$ cat config.mk
export PLATFORM = sky130hd
export DESIGN_NAME = cbm_controller
export DESIGN_NICKNAME = d
export VERILOG_FILES = /design/src/hw/cbm_pkg.sv /design/src/hw/cbm_controller.sv
export SDC_FILE = /design/constraint.sdc
export NUM_CORES = 1
export LEC_CHECK = 0
export BUFFER_PORTS_ARGS = -buffer_cell sky130_fd_sc_hd__buf_2
export CORE_UTILIZATION = 59
export CTS_CLUSTER_DIAMETER = 200
export CTS_CLUSTER_SIZE = 14
export DETAILED_ROUTE_END_ITERATION = 7
export PLACE_DENSITY = 0.78
export SYNTH_ARGS = -nofsm -noshare
export SYNTH_HDL_FRONTEND = slang
export SYNTH_SLANG_ARGS = --single-unit
$ cat constraint.sdc
create_clock -name pclk -period 2.5 [get_ports pclk]
set_input_delay 0.375 -clock pclk [delete_from_list [all_inputs] [get_ports pclk]]
set_output_delay 0.375 -clock pclk [all_outputs]
set_load 0.01 [all_outputs]
$ cat src/hw/cbm_pkg.sv
package cbm_pkg;
    localparam int unsigned CLK_HZ = 200000000;
    localparam int unsigned CLK_NS = 5;

    // times as printed, counts derived
    localparam int unsigned OVP_WAIT_MS = 30;
    localparam int unsigned OVP_WAIT_CYC = OVP_WAIT_MS * (CLK_HZ / 1000);
    localparam int unsigned STAT_PULSE_US = 128;
    localparam int unsigned STAT_PULSE_CYC = STAT_PULSE_US * (CLK_HZ / 1000000);
    localparam int unsigned LIN_TIME_US = 560;
    localparam int unsigned LIN_CYC = LIN_TIME_US * (CLK_HZ / 1000000);
    localparam int unsigned SS1_TIME_US = 128;
    localparam int unsigned SS1_CYC = SS1_TIME_US * (CLK_HZ / 1000000);
    localparam int unsigned SS2_TIME_US = 384;
    localparam int unsigned SS2_CYC = SS2_TIME_US * (CLK_HZ / 1000000);
    localparam int unsigned ILIM_TIME_US = 50;
    localparam int unsigned ILIM_CYC = ILIM_TIME_US * (CLK_HZ / 1000000);
    localparam int unsigned DETECT_DONE_MS = 500;
    localparam int unsigned DETECT_DONE_CYC = DETECT_DONE_MS * (CLK_HZ / 1000);
    localparam int unsigned WDOG_S = 32;
    localparam int unsigned FIFTEEN_MIN_S = 900;
    localparam int unsigned RESTART_MS = 2000;
    localparam int unsigned DETECT_US = 100;

    // apb register byte offsets
    localparam logic [7:0] REG_CTRL = 8'h00;
    localparam logic [7:0] REG_STATUS = 8'h04;
    localparam logic [7:0] REG_CONFIG = 8'h08;
    localparam logic [7:0] REG_SENSE = 8'h0C;

    // control register fields
    localparam int unsigned CTRL_KICK = 0;
    localparam int unsigned CTRL_HIZ = 1;
    localparam int unsigned CTRL_BOOST = 2;
    localparam int unsigned CTRL_RESET = 3;
    localparam int unsigned CTRL_STATEN = 4;
    localparam int unsigned CTRL_TE = 5;
    localparam int unsigned CTRL_CEN = 6;
    localparam int unsigned CTRL_PRODUCTION_TEST_SELECT = 7;
    localparam int unsigned CTRL_EOC = 8;
    localparam int unsigned CTRL_ILIM_LO = 9;
    localparam int unsigned CTRL_ILIM_HI = 10;
    localparam int unsigned CTRL_START = 11;
    localparam logic [11:0] CTRL_RESET_VAL = 12'h000;

    localparam logic [2:0] FLT_NONE = 3'h0;
    localparam logic [2:0] FLT_OVP = 3'h1;
    localparam logic [2:0] FLT_SS = 3'h2;
    localparam logic [2:0] FLT_UVLO = 3'h3;
    localparam logic [2:0] FLT_BATOV = 3'h4;
    localparam logic [2:0] FLT_THERM = 3'h5;
    localparam logic [2:0] FLT_TIMER = 3'h6;
    localparam logic [2:0] FLT_NO_BATTERY_FLAG = 3'h7;

    localparam logic [1:0] ST_READY = 2'h0;
    localparam logic [1:0] ST_CHARGING = 2'h1;
    localparam logic [1:0] ST_DONE = 2'h2;
    localparam logic [1:0] ST_FAULT = 2'h3;

    typedef enum logic [2:0] {
        CBM_OFF, CBM_LIN, CBM_SS1, CBM_SS2, CBM_BST
    } cbm_boost_t;

    typedef enum logic [1:0] {
        CBM_CHG, CBM_DETECT, CBM_WAIT
    } cbm_det_t;
endpackage

$ cat src/hw/cbm_controller.sv
`timescale 1ns/100ps
`default_nettype none
module cbm_controller
    import cbm_pkg::*;
#(
    parameter int unsigned WDOG_CYC = WDOG_S * CLK_HZ,
    parameter int unsigned FIFTEEN_CYC = 32'hFFFFFFFF,
    parameter int unsigned RESTART_CYC = RESTART_MS * (CLK_HZ / 1000),
    parameter int unsigned DETECT_CYC = DETECT_US * (CLK_HZ / 1000000),
    parameter int unsigned OVP_CYC = OVP_WAIT_CYC
)
(
    input wire logic pclk,
    input wire logic presetn,
    input wire logic psel,
    input wire logic penable,
    input wire logic pwrite,
    input wire logic [7:0] paddr,
    input wire logic [31:0] pwdata,
    output logic [31:0] prdata,
    output logic pready,
    output logic pslverr,
    input wire logic disable_pin,
    input wire logic pwm_pulse,
    input wire logic bat_above_target,
    input wire logic charge_terminated,
    input wire logic bat_above_recharge,
    input wire logic bat_below_short,
    input wire logic bat_below_lowv,
    input wire logic bat_above_boost_uvlo,
    input wire logic node_near_battery,
    input wire logic out_within_5pct,
    input wire logic out_above_95pct,
    input wire logic feedback_above_ref,
    input wire logic boost_current_limit,
    input wire logic input_overvoltage,
    input wire logic thermal_shutdown,
    output logic status_pin_o,
    output logic status_pin_oe_n,
    output logic charge_enable,
    output logic battery_switch,
    output logic second_battery_switch,
    output logic detect_discharge,
    output logic precharge_on,
    output logic precharge_30ma,
    output logic gate_drive,
    output logic aux_loops_en,
    output logic force_4v2,
    output logic boost_enable,
    output logic boost_switch_allow,
    output logic boost_full_limit,
    output logic node_source_on,
    output logic production_test_mode
);
    logic [11:0] ctrl;
    logic [2:0] fault;
    logic [1:0] status;
    logic no_battery_flag;
    logic fault_evt;
    logic [2:0] fault_code_evt;
    logic [1:0] status_evt;
    logic [31:0] wdog_cnt, fifteen_cnt, ovp_cnt, det_cnt, tmr;
    logic [15:0] pulse_cnt;
    logic [15:0] bst_cnt;
    logic fifteen_mode;
    logic idle;
    cbm_boost_t boost_run_state;
    cbm_det_t det;
    logic wr, rd, hiz, wdog_ovf, chg_ok, reg_reset, bst_fault;
    logic [2:0] bst_code;

    assign wr = psel && penable && pwrite;
    assign rd = psel && penable && !pwrite;
    assign hiz = ctrl[CTRL_HIZ] || disable_pin;
    assign wdog_ovf = wdog_cnt >= WDOG_CYC - 1;
    assign chg_ok = !hiz && !ctrl[CTRL_CEN] && !idle;
    // long timer expiry resets registers while boost runs or the battery is below bat_below_lowv
    assign reg_reset = wdog_ovf && (boost_run_state != CBM_OFF || bat_below_lowv);

    // apb slave, answers in the access cycle
    always_ff @(posedge pclk or negedge presetn)
    begin
        if (!presetn)
        begin
            pready <= 1'b0;
            pslverr <= 1'b0;
            prdata <= 32'h00000000;
        end
        else
        begin
            pready <= psel && !penable;
            pslverr <= psel && !penable && paddr != REG_CTRL
                && paddr != REG_STATUS && paddr != REG_CONFIG
                && paddr != REG_SENSE;
            prdata <= 32'h00000000;
            if (psel && !penable && !pwrite)
            begin
                unique case (paddr)
                    REG_CTRL: prdata <= {20'h00000, ctrl};
                    REG_STATUS: prdata <= {24'h000000, no_battery_flag,
                        status, fault, production_test_mode, boost_enable};
                    REG_CONFIG: prdata <= {29'h00000000, idle,
                        fifteen_mode, det == CBM_WAIT};
                    REG_SENSE: prdata <= {29'h00000000, boost_run_state == CBM_BST,
                        boost_run_state == CBM_LIN, boost_run_state == CBM_SS1 || boost_run_state == CBM_SS2};
                    default: prdata <= 32'h00000000;
                endcase
            end
        end
    end

    // control register
    always_ff @(posedge pclk or negedge presetn)
    begin
        if (!presetn)
            ctrl <= CTRL_RESET_VAL;
        else if (wr && pready && paddr == REG_CTRL && pwdata[CTRL_RESET])
            ctrl <= CTRL_RESET_VAL;
        else if (reg_reset)
            ctrl <= CTRL_RESET_VAL;
        else if (wr && pready && paddr == REG_CTRL)
            ctrl <= pwdata[11:0] & 12'h7F6;
        else
        begin
            if (bst_fault)
                ctrl[CTRL_BOOST] <= 1'b0;
            if (det == CBM_DETECT && !bat_above_recharge)
            begin
                ctrl[CTRL_EOC] <= 1'b0;
                ctrl[CTRL_ILIM_HI:CTRL_ILIM_LO] <= 2'h0;
            end
        end
    end

    // long watchdog and fifteen-minute timers
    always_ff @(posedge pclk or negedge presetn)
    begin
        if (!presetn)
        begin
            wdog_cnt <= 32'h00000000;
            fifteen_cnt <= 32'h00000000;
            fifteen_mode <= 1'b0;
            idle <= 1'b0;
        end
        else
        begin
            if (wr && pready && paddr == REG_CTRL && pwdata[CTRL_KICK])
                wdog_cnt <= 32'h00000000;
            else if (wr && pready && paddr == REG_CTRL && pwdata[CTRL_RESET])
                wdog_cnt <= 32'h00000000;
            // restart on overflow so that expiry is a one-cycle event
            else if (reg_reset || wdog_ovf)
                wdog_cnt <= 32'h00000000;
            else if (disable_pin)
                wdog_cnt <= wdog_cnt;
            else if (!hiz || bat_below_lowv)
                wdog_cnt <= wdog_cnt + 32'h00000001;
            if (reg_reset && bat_below_lowv && !disable_pin && boost_run_state == CBM_OFF)
                fifteen_mode <= 1'b1;
            if (fifteen_mode && disable_pin)
                fifteen_cnt <= 32'h00000000;
            else if (fifteen_mode && chg_ok)
            begin
                fifteen_cnt <= fifteen_cnt + 32'h00000001;
                if (fifteen_cnt >= FIFTEEN_CYC - 1)
                begin
                    idle <= 1'b1;
                    fifteen_mode <= 1'b0;
                    fifteen_cnt <= 32'h00000000;
                end
            end
            if (wr && pready && paddr == REG_CTRL && pwdata[CTRL_START])
                idle <= 1'b0;
        end
    end

    // battery over-voltage wait and presence detection
    always_ff @(posedge pclk or negedge presetn)
    begin
        if (!presetn)
        begin
            ovp_cnt <= 32'h00000000;
            det <= CBM_CHG;
            det_cnt <= 32'h00000000;
            no_battery_flag <= 1'b0;
        end
        else
        begin
            if (pwm_pulse || !bat_above_target || !chg_ok)
                ovp_cnt <= 32'h00000000;
            else if (ovp_cnt < OVP_CYC)
                ovp_cnt <= ovp_cnt + 32'h00000001;
            if (reg_reset)
                no_battery_flag <= 1'b0;
            unique case (det)
                CBM_CHG:
                begin
                    det_cnt <= 32'h00000000;
                    if (charge_terminated && ctrl[CTRL_TE] && chg_ok)
                        det <= CBM_DETECT;
                end
                CBM_DETECT:
                begin
                    det_cnt <= det_cnt + 32'h00000001;
                    if (!bat_above_recharge)
                    begin
                        no_battery_flag <= 1'b1;
                        det <= CBM_WAIT;
                        det_cnt <= 32'h00000000;
                    end
                    else if (det_cnt >= DETECT_CYC - 1)
                    begin
                        no_battery_flag <= 1'b0;
                        det <= CBM_CHG;
                    end
                end
                CBM_WAIT:
                begin
                    det_cnt <= det_cnt + 32'h00000001;
                    if (det_cnt >= RESTART_CYC - 1)
                        det <= CBM_CHG;
                end
                default: det <= CBM_CHG;
            endcase
        end
    end

    // boost startup sequence
    always_comb
    begin
        bst_fault = 1'b0;
        bst_code = FLT_NONE;
        if (boost_run_state != CBM_OFF)
        begin
            if (wdog_ovf)
            begin
                bst_fault = 1'b1;
                bst_code = FLT_TIMER;
            end
            else if (thermal_shutdown)
            begin
                bst_fault = 1'b1;
                bst_code = FLT_THERM;
            end
            else if (input_overvoltage)
            begin
                bst_fault = 1'b1;
                bst_code = FLT_OVP;
            end
            else if (!bat_above_boost_uvlo)
            begin
                bst_fault = 1'b1;
                bst_code = FLT_UVLO;
            end
            else if ((boost_run_state == CBM_LIN && bst_cnt >= LIN_CYC - 1)
                || (boost_run_state == CBM_SS2 && bst_cnt >= SS2_CYC - 1)
                || (boost_run_state == CBM_BST && bst_cnt >= ILIM_CYC - 1))
            begin
                bst_fault = 1'b1;
                bst_code = FLT_SS;
            end
        end
    end

    always_ff @(posedge pclk or negedge presetn)
    begin
        if (!presetn)
        begin
            boost_run_state <= CBM_OFF;
            bst_cnt <= 16'h0000;
        end
        else if (bst_fault || !ctrl[CTRL_BOOST] || ctrl[CTRL_HIZ]
            || fifteen_mode)
        begin
            boost_run_state <= CBM_OFF;
            bst_cnt <= 16'h0000;
        end
        else
        begin
            bst_cnt <= bst_cnt + 16'h0001;
            unique case (boost_run_state)
                CBM_OFF:
                begin
                    bst_cnt <= 16'h0000;
                    if (bat_above_boost_uvlo)
                        boost_run_state <= CBM_LIN;
                end
                CBM_LIN:
                    if (node_near_battery)
                    begin
                        boost_run_state <= CBM_SS1;
                        bst_cnt <= 16'h0000;
                    end
                CBM_SS1:
                    if (out_within_5pct)
                        boost_run_state <= CBM_BST;
                    else if (bst_cnt >= SS1_CYC - 1)
                    begin
                        boost_run_state <= CBM_SS2;
                        bst_cnt <= 16'h0000;
                    end
                CBM_SS2:
                    if (out_above_95pct)
                    begin
                        boost_run_state <= CBM_BST;
                        bst_cnt <= 16'h0000;
                    end
                CBM_BST:
                    if (!boost_current_limit)
                        bst_cnt <= 16'h0000;
                default: boost_run_state <= CBM_OFF;
            endcase
        end
    end

    // fault events and codes
    always_comb
    begin
        fault_evt = 1'b0;
        fault_code_evt = FLT_NONE;
        status_evt = ST_FAULT;
        if (bst_fault)
        begin
            fault_evt = 1'b1;
            fault_code_evt = bst_code;
        end
        else if (ovp_cnt == OVP_CYC - 1)
        begin
            fault_evt = 1'b1;
            fault_code_evt = FLT_BATOV;
        end
        else if ((det == CBM_DETECT && !bat_above_recharge)
            || (det == CBM_WAIT && det_cnt >= RESTART_CYC - 1
            && no_battery_flag && !ctrl[CTRL_EOC]))
        begin
            fault_evt = 1'b1;
            fault_code_evt = FLT_NO_BATTERY_FLAG;
        end
    end

    always_ff @(posedge pclk or negedge presetn)
    begin
        if (!presetn)
        begin
            fault <= FLT_NONE;
            status <= ST_READY;
        end
        else if (fault_evt)
        begin
            fault <= fault_code_evt;
            status <= status_evt;
        end
        else if (rd && pready && paddr == REG_STATUS)
            fault <= FLT_NONE;
        else if (det == CBM_DETECT && det_cnt >= DETECT_CYC - 1)
            status <= ST_DONE;
        else if (chg_ok && status == ST_READY)
            status <= ST_CHARGING;
    end

    // status pin one-shot
    always_ff @(posedge pclk or negedge presetn)
    begin
        if (!presetn)
        begin
            pulse_cnt <= 16'h0000;
            status_pin_oe_n <= 1'b1;
        end
        else
        begin
            if (fault_evt)
                pulse_cnt <= 16'(STAT_PULSE_CYC);
            else if (pulse_cnt != 16'h0000)
                pulse_cnt <= pulse_cnt - 16'h0001;
            status_pin_oe_n <= !(fault_evt || pulse_cnt > 16'h0001
                || (ctrl[CTRL_STATEN] && chg_ok && status == ST_CHARGING));
        end
    end

    // power stage controls
    always_ff @(posedge pclk or negedge presetn)
    begin
        if (!presetn)
        begin
            status_pin_o <= 1'b0;
            charge_enable <= 1'b0;
            battery_switch <= 1'b0;
            second_battery_switch <= 1'b0;
            detect_discharge <= 1'b0;
            precharge_on <= 1'b0;
            precharge_30ma <= 1'b0;
            gate_drive <= 1'b1;
            aux_loops_en <= 1'b1;
            force_4v2 <= 1'b0;
            boost_enable <= 1'b0;
            boost_switch_allow <= 1'b0;
            boost_full_limit <= 1'b0;
            node_source_on <= 1'b0;
            production_test_mode <= 1'b0;
        end
        else
        begin
            status_pin_o <= 1'b0;
            production_test_mode <= ctrl[CTRL_PRODUCTION_TEST_SELECT] && no_battery_flag;
            charge_enable <= chg_ok && !(det == CBM_WAIT
                && !ctrl[CTRL_EOC]);
            battery_switch <= production_test_mode
                || (chg_ok && det == CBM_CHG);
            second_battery_switch <= production_test_mode;
            gate_drive <= !production_test_mode;
            aux_loops_en <= !production_test_mode;
            force_4v2 <= production_test_mode;
            detect_discharge <= det == CBM_DETECT;
            precharge_on <= chg_ok && bat_below_short;
            precharge_30ma <= ctrl[CTRL_ILIM_HI];
            boost_enable <= boost_run_state != CBM_OFF;
            node_source_on <= boost_run_state == CBM_LIN;
            boost_full_limit <= boost_run_state == CBM_SS2 || boost_run_state == CBM_BST
                || (boost_run_state == CBM_SS1 && out_within_5pct);
            boost_switch_allow <= (boost_run_state == CBM_SS1 || boost_run_state == CBM_SS2
                || (boost_run_state == CBM_BST && !feedback_above_ref));
        end
    end
endmodule
`default_nettype wire

==> results_dict.tcl, run 1 <==
set metrics [dict create \
    start_kind "flop" \
    area_growth_pct 12.57 \
    chipHeight_um 135.4 \
    wl_um 22780 \
    vias 8358 \
    ys_warn_count 0 \
    muxShareOfSynthArea_pct 1.394 \
    cts_sinks 208 \
    ios 110 \
    worstPathRequired_ns 2.88 \
    powerDensity_mw_per_mm2 571.2 \
    clk_latency_ns 0.49 \
    critical_path_arrival_ns 2.79 \
    htree_levels 1 \
    route.detailed.drc 0 \
    routedWlPerCell_um 15.86 \
    worst-slew-pin-transition_ns 0.7130 \
    timing.hold.ws_ns 0.06722 \
    synth.distinct_cells 70 \
    syn_avg_cell_area_um2 9.532 \
    tns_ns 0 \
    startpoint "det_cnt[0]" \
    ys.flop_type "dfrtp_1" \
    placed_area_mm2 0.01125 \
    peakVddDrop_mv 0.5434 \
    mostFrequentLayoutCell "dfrtp_1" \
    yosys.area.top_type "dfrtp_1" \
    grt_usage_pct 25.86 \
    total_power_mw 6.754 \
    min_period_ns 2.419 \
    clk_pin_slew_ns 0.07 \
    ys_seq_elements 208 \
    worst_r2r_endpoint "status[1]" \
    hold_violations 0 \
    final-setup-viol-count 0 \
    ys_seq_area_share_pct 49.58 \
    fin_nets 1270 \
    die_area_mm2 0.01834 \
    gr-total-overflow 0 \
    cap_violations 0 \
    syn-cell-area_mm2 0.01050 \
    post-route-util_pct 68.12 \
    synth-simple-area-share_pct 25.60 \
    synth_area_leaders "dfrtp_1 49%, nor2_1 6.3%, xor2_1 4.8%, xnor2_1 4.8%, nand2_1 3.1%" \
    critical_path.endpoint_type "flop" \
    synth-xor-area-share_pct 9.589 \
    max_slew_margin_pct 52.03 \
    hpwl_um 16210 \
    period_share_pct 96.77 \
    synth_compound_gate_area_share_pct 8.791 \
    layout.cells.non_filler 1436 \
    grt_first_pass_wirelength_um 38180 \
    min_to "pready" \
    grt_pass1_vias 7891 \
    holdCritStartpoint "penable" \
    max-clock-path-buffers 3 \
    drt-pass1-iter-count 5 \
    cts_tree "built" \
    dp_cells 1402 \
    p_leak_nw 5.209 \
    numCtsBuffers 18 \
    slew_violations 0 \
    rows 48 \
    rrSetupSlack_ns 0.08 \
    port_buffers 67 \
    gp_congestion 0.8874 \
    worst_slack_ns 0.08085 \
    coreArea_mm2 0.01736 \
    layout-drive-gt1-share_pct 12.56 \
    antenna_found_initial 0 \
    synth-edff-count 0 \
    start_util_pct 60.52 \
    synthDominantCellAreaShare_pct 49.08 \
    synth_top_family_by_area "simple AND/OR/NAND/NOR gates" \
    r2r-start "det_cnt[0]" \
    fmax_mhz 413.4 \
    status "finished, final reports clean" \
    postSynthCellCount 1102 \
    drt_iter0_drc 460 \
    cp_max_fo 4 \
    async_flop_share_pct 100.0 \
    worstSetupPathType "reg2reg" \
    hp-class "in2reg" \
    ant_nets 0 \
    die_w_um 135.4 \
    final_area_mm2 0.01182 \
    skew_ns 0.01200 \
    synthAdderAreaFrac_pct 1.429 \
    dpl_worst_slack_ns -0.02009 \
    ctsRootBufferMaster "clkbuf_16" \
    whs_path_depth 2 \
    mostFrequentLayoutCells "206 x dfrtp_1, 176 x nor2_1, 88 x nand2_1" \
    grt_setup_unrepaired "no" \
    vias_per_cell 5.820 \
    grt_max_degree 65 \
    r2r_cells 8 \
]
[metal layers]
metal,routed length (um),up-vias,global-route usage [%],share of wire (%)
met4,475,0,6.742,2.1
met1,10230,4096,36.00,45
met2,10950,222,42.39,48
met3,1129,40,3.853,5.0
li1,-,4000,-,-
met5,0,-,0,0
[power by group]
group          internal, mW  total [mW]  switching (mW)
Combinational         0.189       0.484           0.295
Sequential             3.48        3.61           0.131
Clock                  1.45        2.66            1.21
[Yosys cell counts (22+ instances only)]
library cell	instances
dfrtp_1	206
and2_1	23
nand2_1	88
a21oi_1	22
nor3_1	50
nand4_1	36
xor2_1	58
nand3_1	64
o21ai_0	36
nor2_1	176
xnor2_1	57
buf_4	25
[cells by family (layout without fill, tap and decap cells)]
kind of cell               after synthesis  count (layout)
other                                    1              24
xor gates and xnor gates               115             115
buffers and inverters                   73             159
adders and majority gates               12              12
DFF                                    208             208
and+or+nand+nor                        546             546
AOI/OAI and AO/OA                      135             135
muxes                                   12              12
[cell type report]
| type | instances | area (um2) |
|---|---|---|
| clock buffers | 32 | 534.3 |
| multi-input cells | 843 | 5030 |
| repair buffers | 106 | 689.4 |
| well taps | 225 | 281.5 |
| fillers | 1384 | 5533 |
| flip-flops and latches | 208 | 5207 |
| diodes | 1 | 2.502 |
| inverters | 21 | 78.83 |
[worst max-delay path, cell delays in order (launching register included)]
cell,delay (ns)
dfrtp_1,0.40
ha_1,0.21
and3_1,0.17
a2111oi_2,0.41
nor3_1,0.11
o41ai_1,0.42
buf_4,0.20
nor2b_1,0.05
or3_1,0.33
[state kept, by name (all words and copies together) (netlist names), 9 cells and up]
| name | flops |
|---|---|
| bst_cnt | 16 |
| ctrl | 9 |
| det_cnt | 32 |
| fifteen_cnt | 32 |
| ovp_cnt | 32 |
| prdata | 11 |
| pulse_cnt | 16 |
| wdog_cnt | 32 |
[worst max-delay path by stage]
| stage | to | cells past startpoint | slack, ns |
|---|---|---|---|
| global route | fault[1] | 6 | 0.02 |
| floorplan | det[0] | 6 | 0.28 |
| detailed placement | status[1] | 8 | -0.02 |
| global placement | status[1] | 8 | 0.005 |
| CTS | status[1] | 8 | 0.04 |
| finish | status[1] | 8 | 0.08 |
[timing repair]
item                       CTS  global route
setup endpoints to repair    1            18
resized for setup            1             4
hold buffers                 1             0
hold endpoints to repair    58             0
pin swaps                    0             0
setup buffers                0             0
No activity file was read; power rests on OpenSTA's default activity.
==> run 2, diff against run 1 <==
Settings changed: BUFFER_PORTS_ARGS -buffer_cell sky130_fd_sc_hd__buf_2 to -buffer_cell sky130_fd_sc_hd__buf_4.
==> run 2 against run 1 <==
  * Count of clock-buffer cells in the layout did not move
  * Largest cell class unchanged
  * First-iteration DRC count increased by 8.7%
  * Worst setup slack improved by 0.013 ns
  * Global-route usage grew 0.25 points
  * Design area rose by 1.5%
==> results_dict.tcl, run 2 (synthesis results as in run 1) <==
set metrics [dict create \
    cap_violations 0 \
    layout-drive-gt1-share_pct 12.55 \
    hp-class "in2reg" \
    die_w_um 135.4 \
    ctsRootBufferMaster "clkbuf_16" \
    cts_setup_buffers 0 \
    clk_pin_slew_ns 0.07 \
    cts_sinks 208 \
    grt_usage_pct 26.10 \
    area_growth_pct 14.28 \
    vias 8329 \
    whs_path_depth 2 \
    wl_um 22870 \
    port_buffers 67 \
    fin_nets 1271 \
    r2r-start "det_cnt[29]" \
    grt_first_pass_wirelength_um 38390 \
    routedWlPerCell_um 15.92 \
    hold_violations 0 \
    min_period_ns 2.406 \
    mostFrequentLayoutCells "206 x dfrtp_1, 176 x nor2_1, 100 x buf_4" \
    worst-slew-pin-transition_ns 0.7025 \
    ios 110 \
    grt_pass1_vias 7861 \
    multi_input_area_mm2 0.005027 \
    mostFrequentLayoutCell "dfrtp_1" \
    chipHeight_um 135.4 \
    gp_congestion 0.8705 \
    die_area_mm2 0.01834 \
    min_to "pready" \
    coreArea_mm2 0.01736 \
    start_util_pct 60.52 \
    worst_r2r_endpoint "fault[1]" \
    n_antenna_cell 0 \
    gr-total-overflow 0 \
    grt_setup_unrepaired "yes" \
    post-route-util_pct 69.16 \
    ant_nets 0 \
    r2r_cells 6 \
    critical_path.endpoint_type "flop" \
    dpl_worst_slack_ns -0.02466 \
    max_slew_margin_pct 52.89 \
    layout.cells.non_filler 1436 \
    skew_ns 0.01789 \
    rrSetupSlack_ns 0.09 \
    grt_max_degree 74 \
    rows 48 \
    hpwl_um 16310 \
    cts_tree "built" \
    max-clock-path-buffers 3 \
    dp_cells 1403 \
    register_area_mm2 0.005207 \
    worstSetupPathType "reg2reg" \
    critical_path_arrival_ns 2.79 \
    route.detailed.drc 0 \
    p_leak_nw 5.268 \
    fillers 1333 \
    drt_iter0_drc 500 \
    peakVddDrop_mv 0.5279 \
    powerDensity_mw_per_mm2 563.5 \
    status "finished, final reports clean" \
    timing.hold.ws_ns 0.06588 \
    cp_max_fo 5 \
    worstPathRequired_ns 2.88 \
    period_share_pct 96.24 \
    htree_levels 1 \
    final-setup-viol-count 0 \
    vias_per_cell 5.800 \
    worst_slack_ns 0.09412 \
    drt-pass1-iter-count 5 \
    slew_violations 0 \
    start_kind "flop" \
    holdCritStartpoint "penable" \
    total_power_mw 6.765 \
    clk_latency_ns 0.49 \
    antenna_found_initial 0 \
    placed_area_mm2 0.01144 \
    fmax_mhz 415.6 \
    tns_ns 0 \
    numCtsBuffers 18 \
    final_area_mm2 0.01200 \
]
==> run 2: cell count changes in the layout (fill, tap and decap cells not counted), sizes merged <==
cell / delta
buf: +1
diode: -1
==> run 2: worst max path at each step <==
| stage | startpoint | end | slack (ns) | cells after the start |
|---|---|---|---|---|
| 6_report | det_cnt[29] | fault[1] | 0.09 | 6 |
| 5_1_grt | det_cnt[29] | det[0] | -0.003 | 6 |
| 4_1_cts | det_cnt[0] | status[1] | 0.06 | 8 |
| 3_5_place_dp | det_cnt[0] | status[1] | -0.02 | 8 |
| 3_3_place_gp | det_cnt[0] | status[1] | -0.02 | 8 |
| 2_1_floorplan | det_cnt[29] | det[0] | 0.28 | 6 |
==> run 2: worst max-delay path: stages (launching register included) <==
cell       delay (ns)
dfrtp_1          0.41
or3_1            0.42
or4_4            0.56
a2111oi_4        0.34
nor3_2           0.13
a21boi_1         0.17
o32ai_1          0.28
==> run 2: cell type report <==
type	count	share of cell area, %
Sequential cell	208	43.38
Inverter	21	0.6567
Timing Repair Buffer	107	7.286
Tap cell	225	2.345
Multi-Input combinational cell	843	41.88
Clock buffer	32	4.451
==> run 2: metal layers <==
metal	vias up	wire length [um]	GRT usage, %
met2	226	10980	43.19
met4	0	415	5.868
li1	4001	-	-
met1	4069	10280	36.71
met5	-	0	0
met3	33	1192	3.517
==> run 2: power breakdown <==
part | switching (mW) | internal (mW)
Combinational | 0.293 | 0.214
Clock | 1.20 | 1.45
Sequential | 0.131 | 3.48
==> run 2: timing repair <==
item | CTS | global route
endpoints found under the setup margin | 1 | 3
hold buffers | 1 | 0
resized for setup | 1 | 3
pin swaps | 0 | 1
hold endpoints to repair | 68 | 0
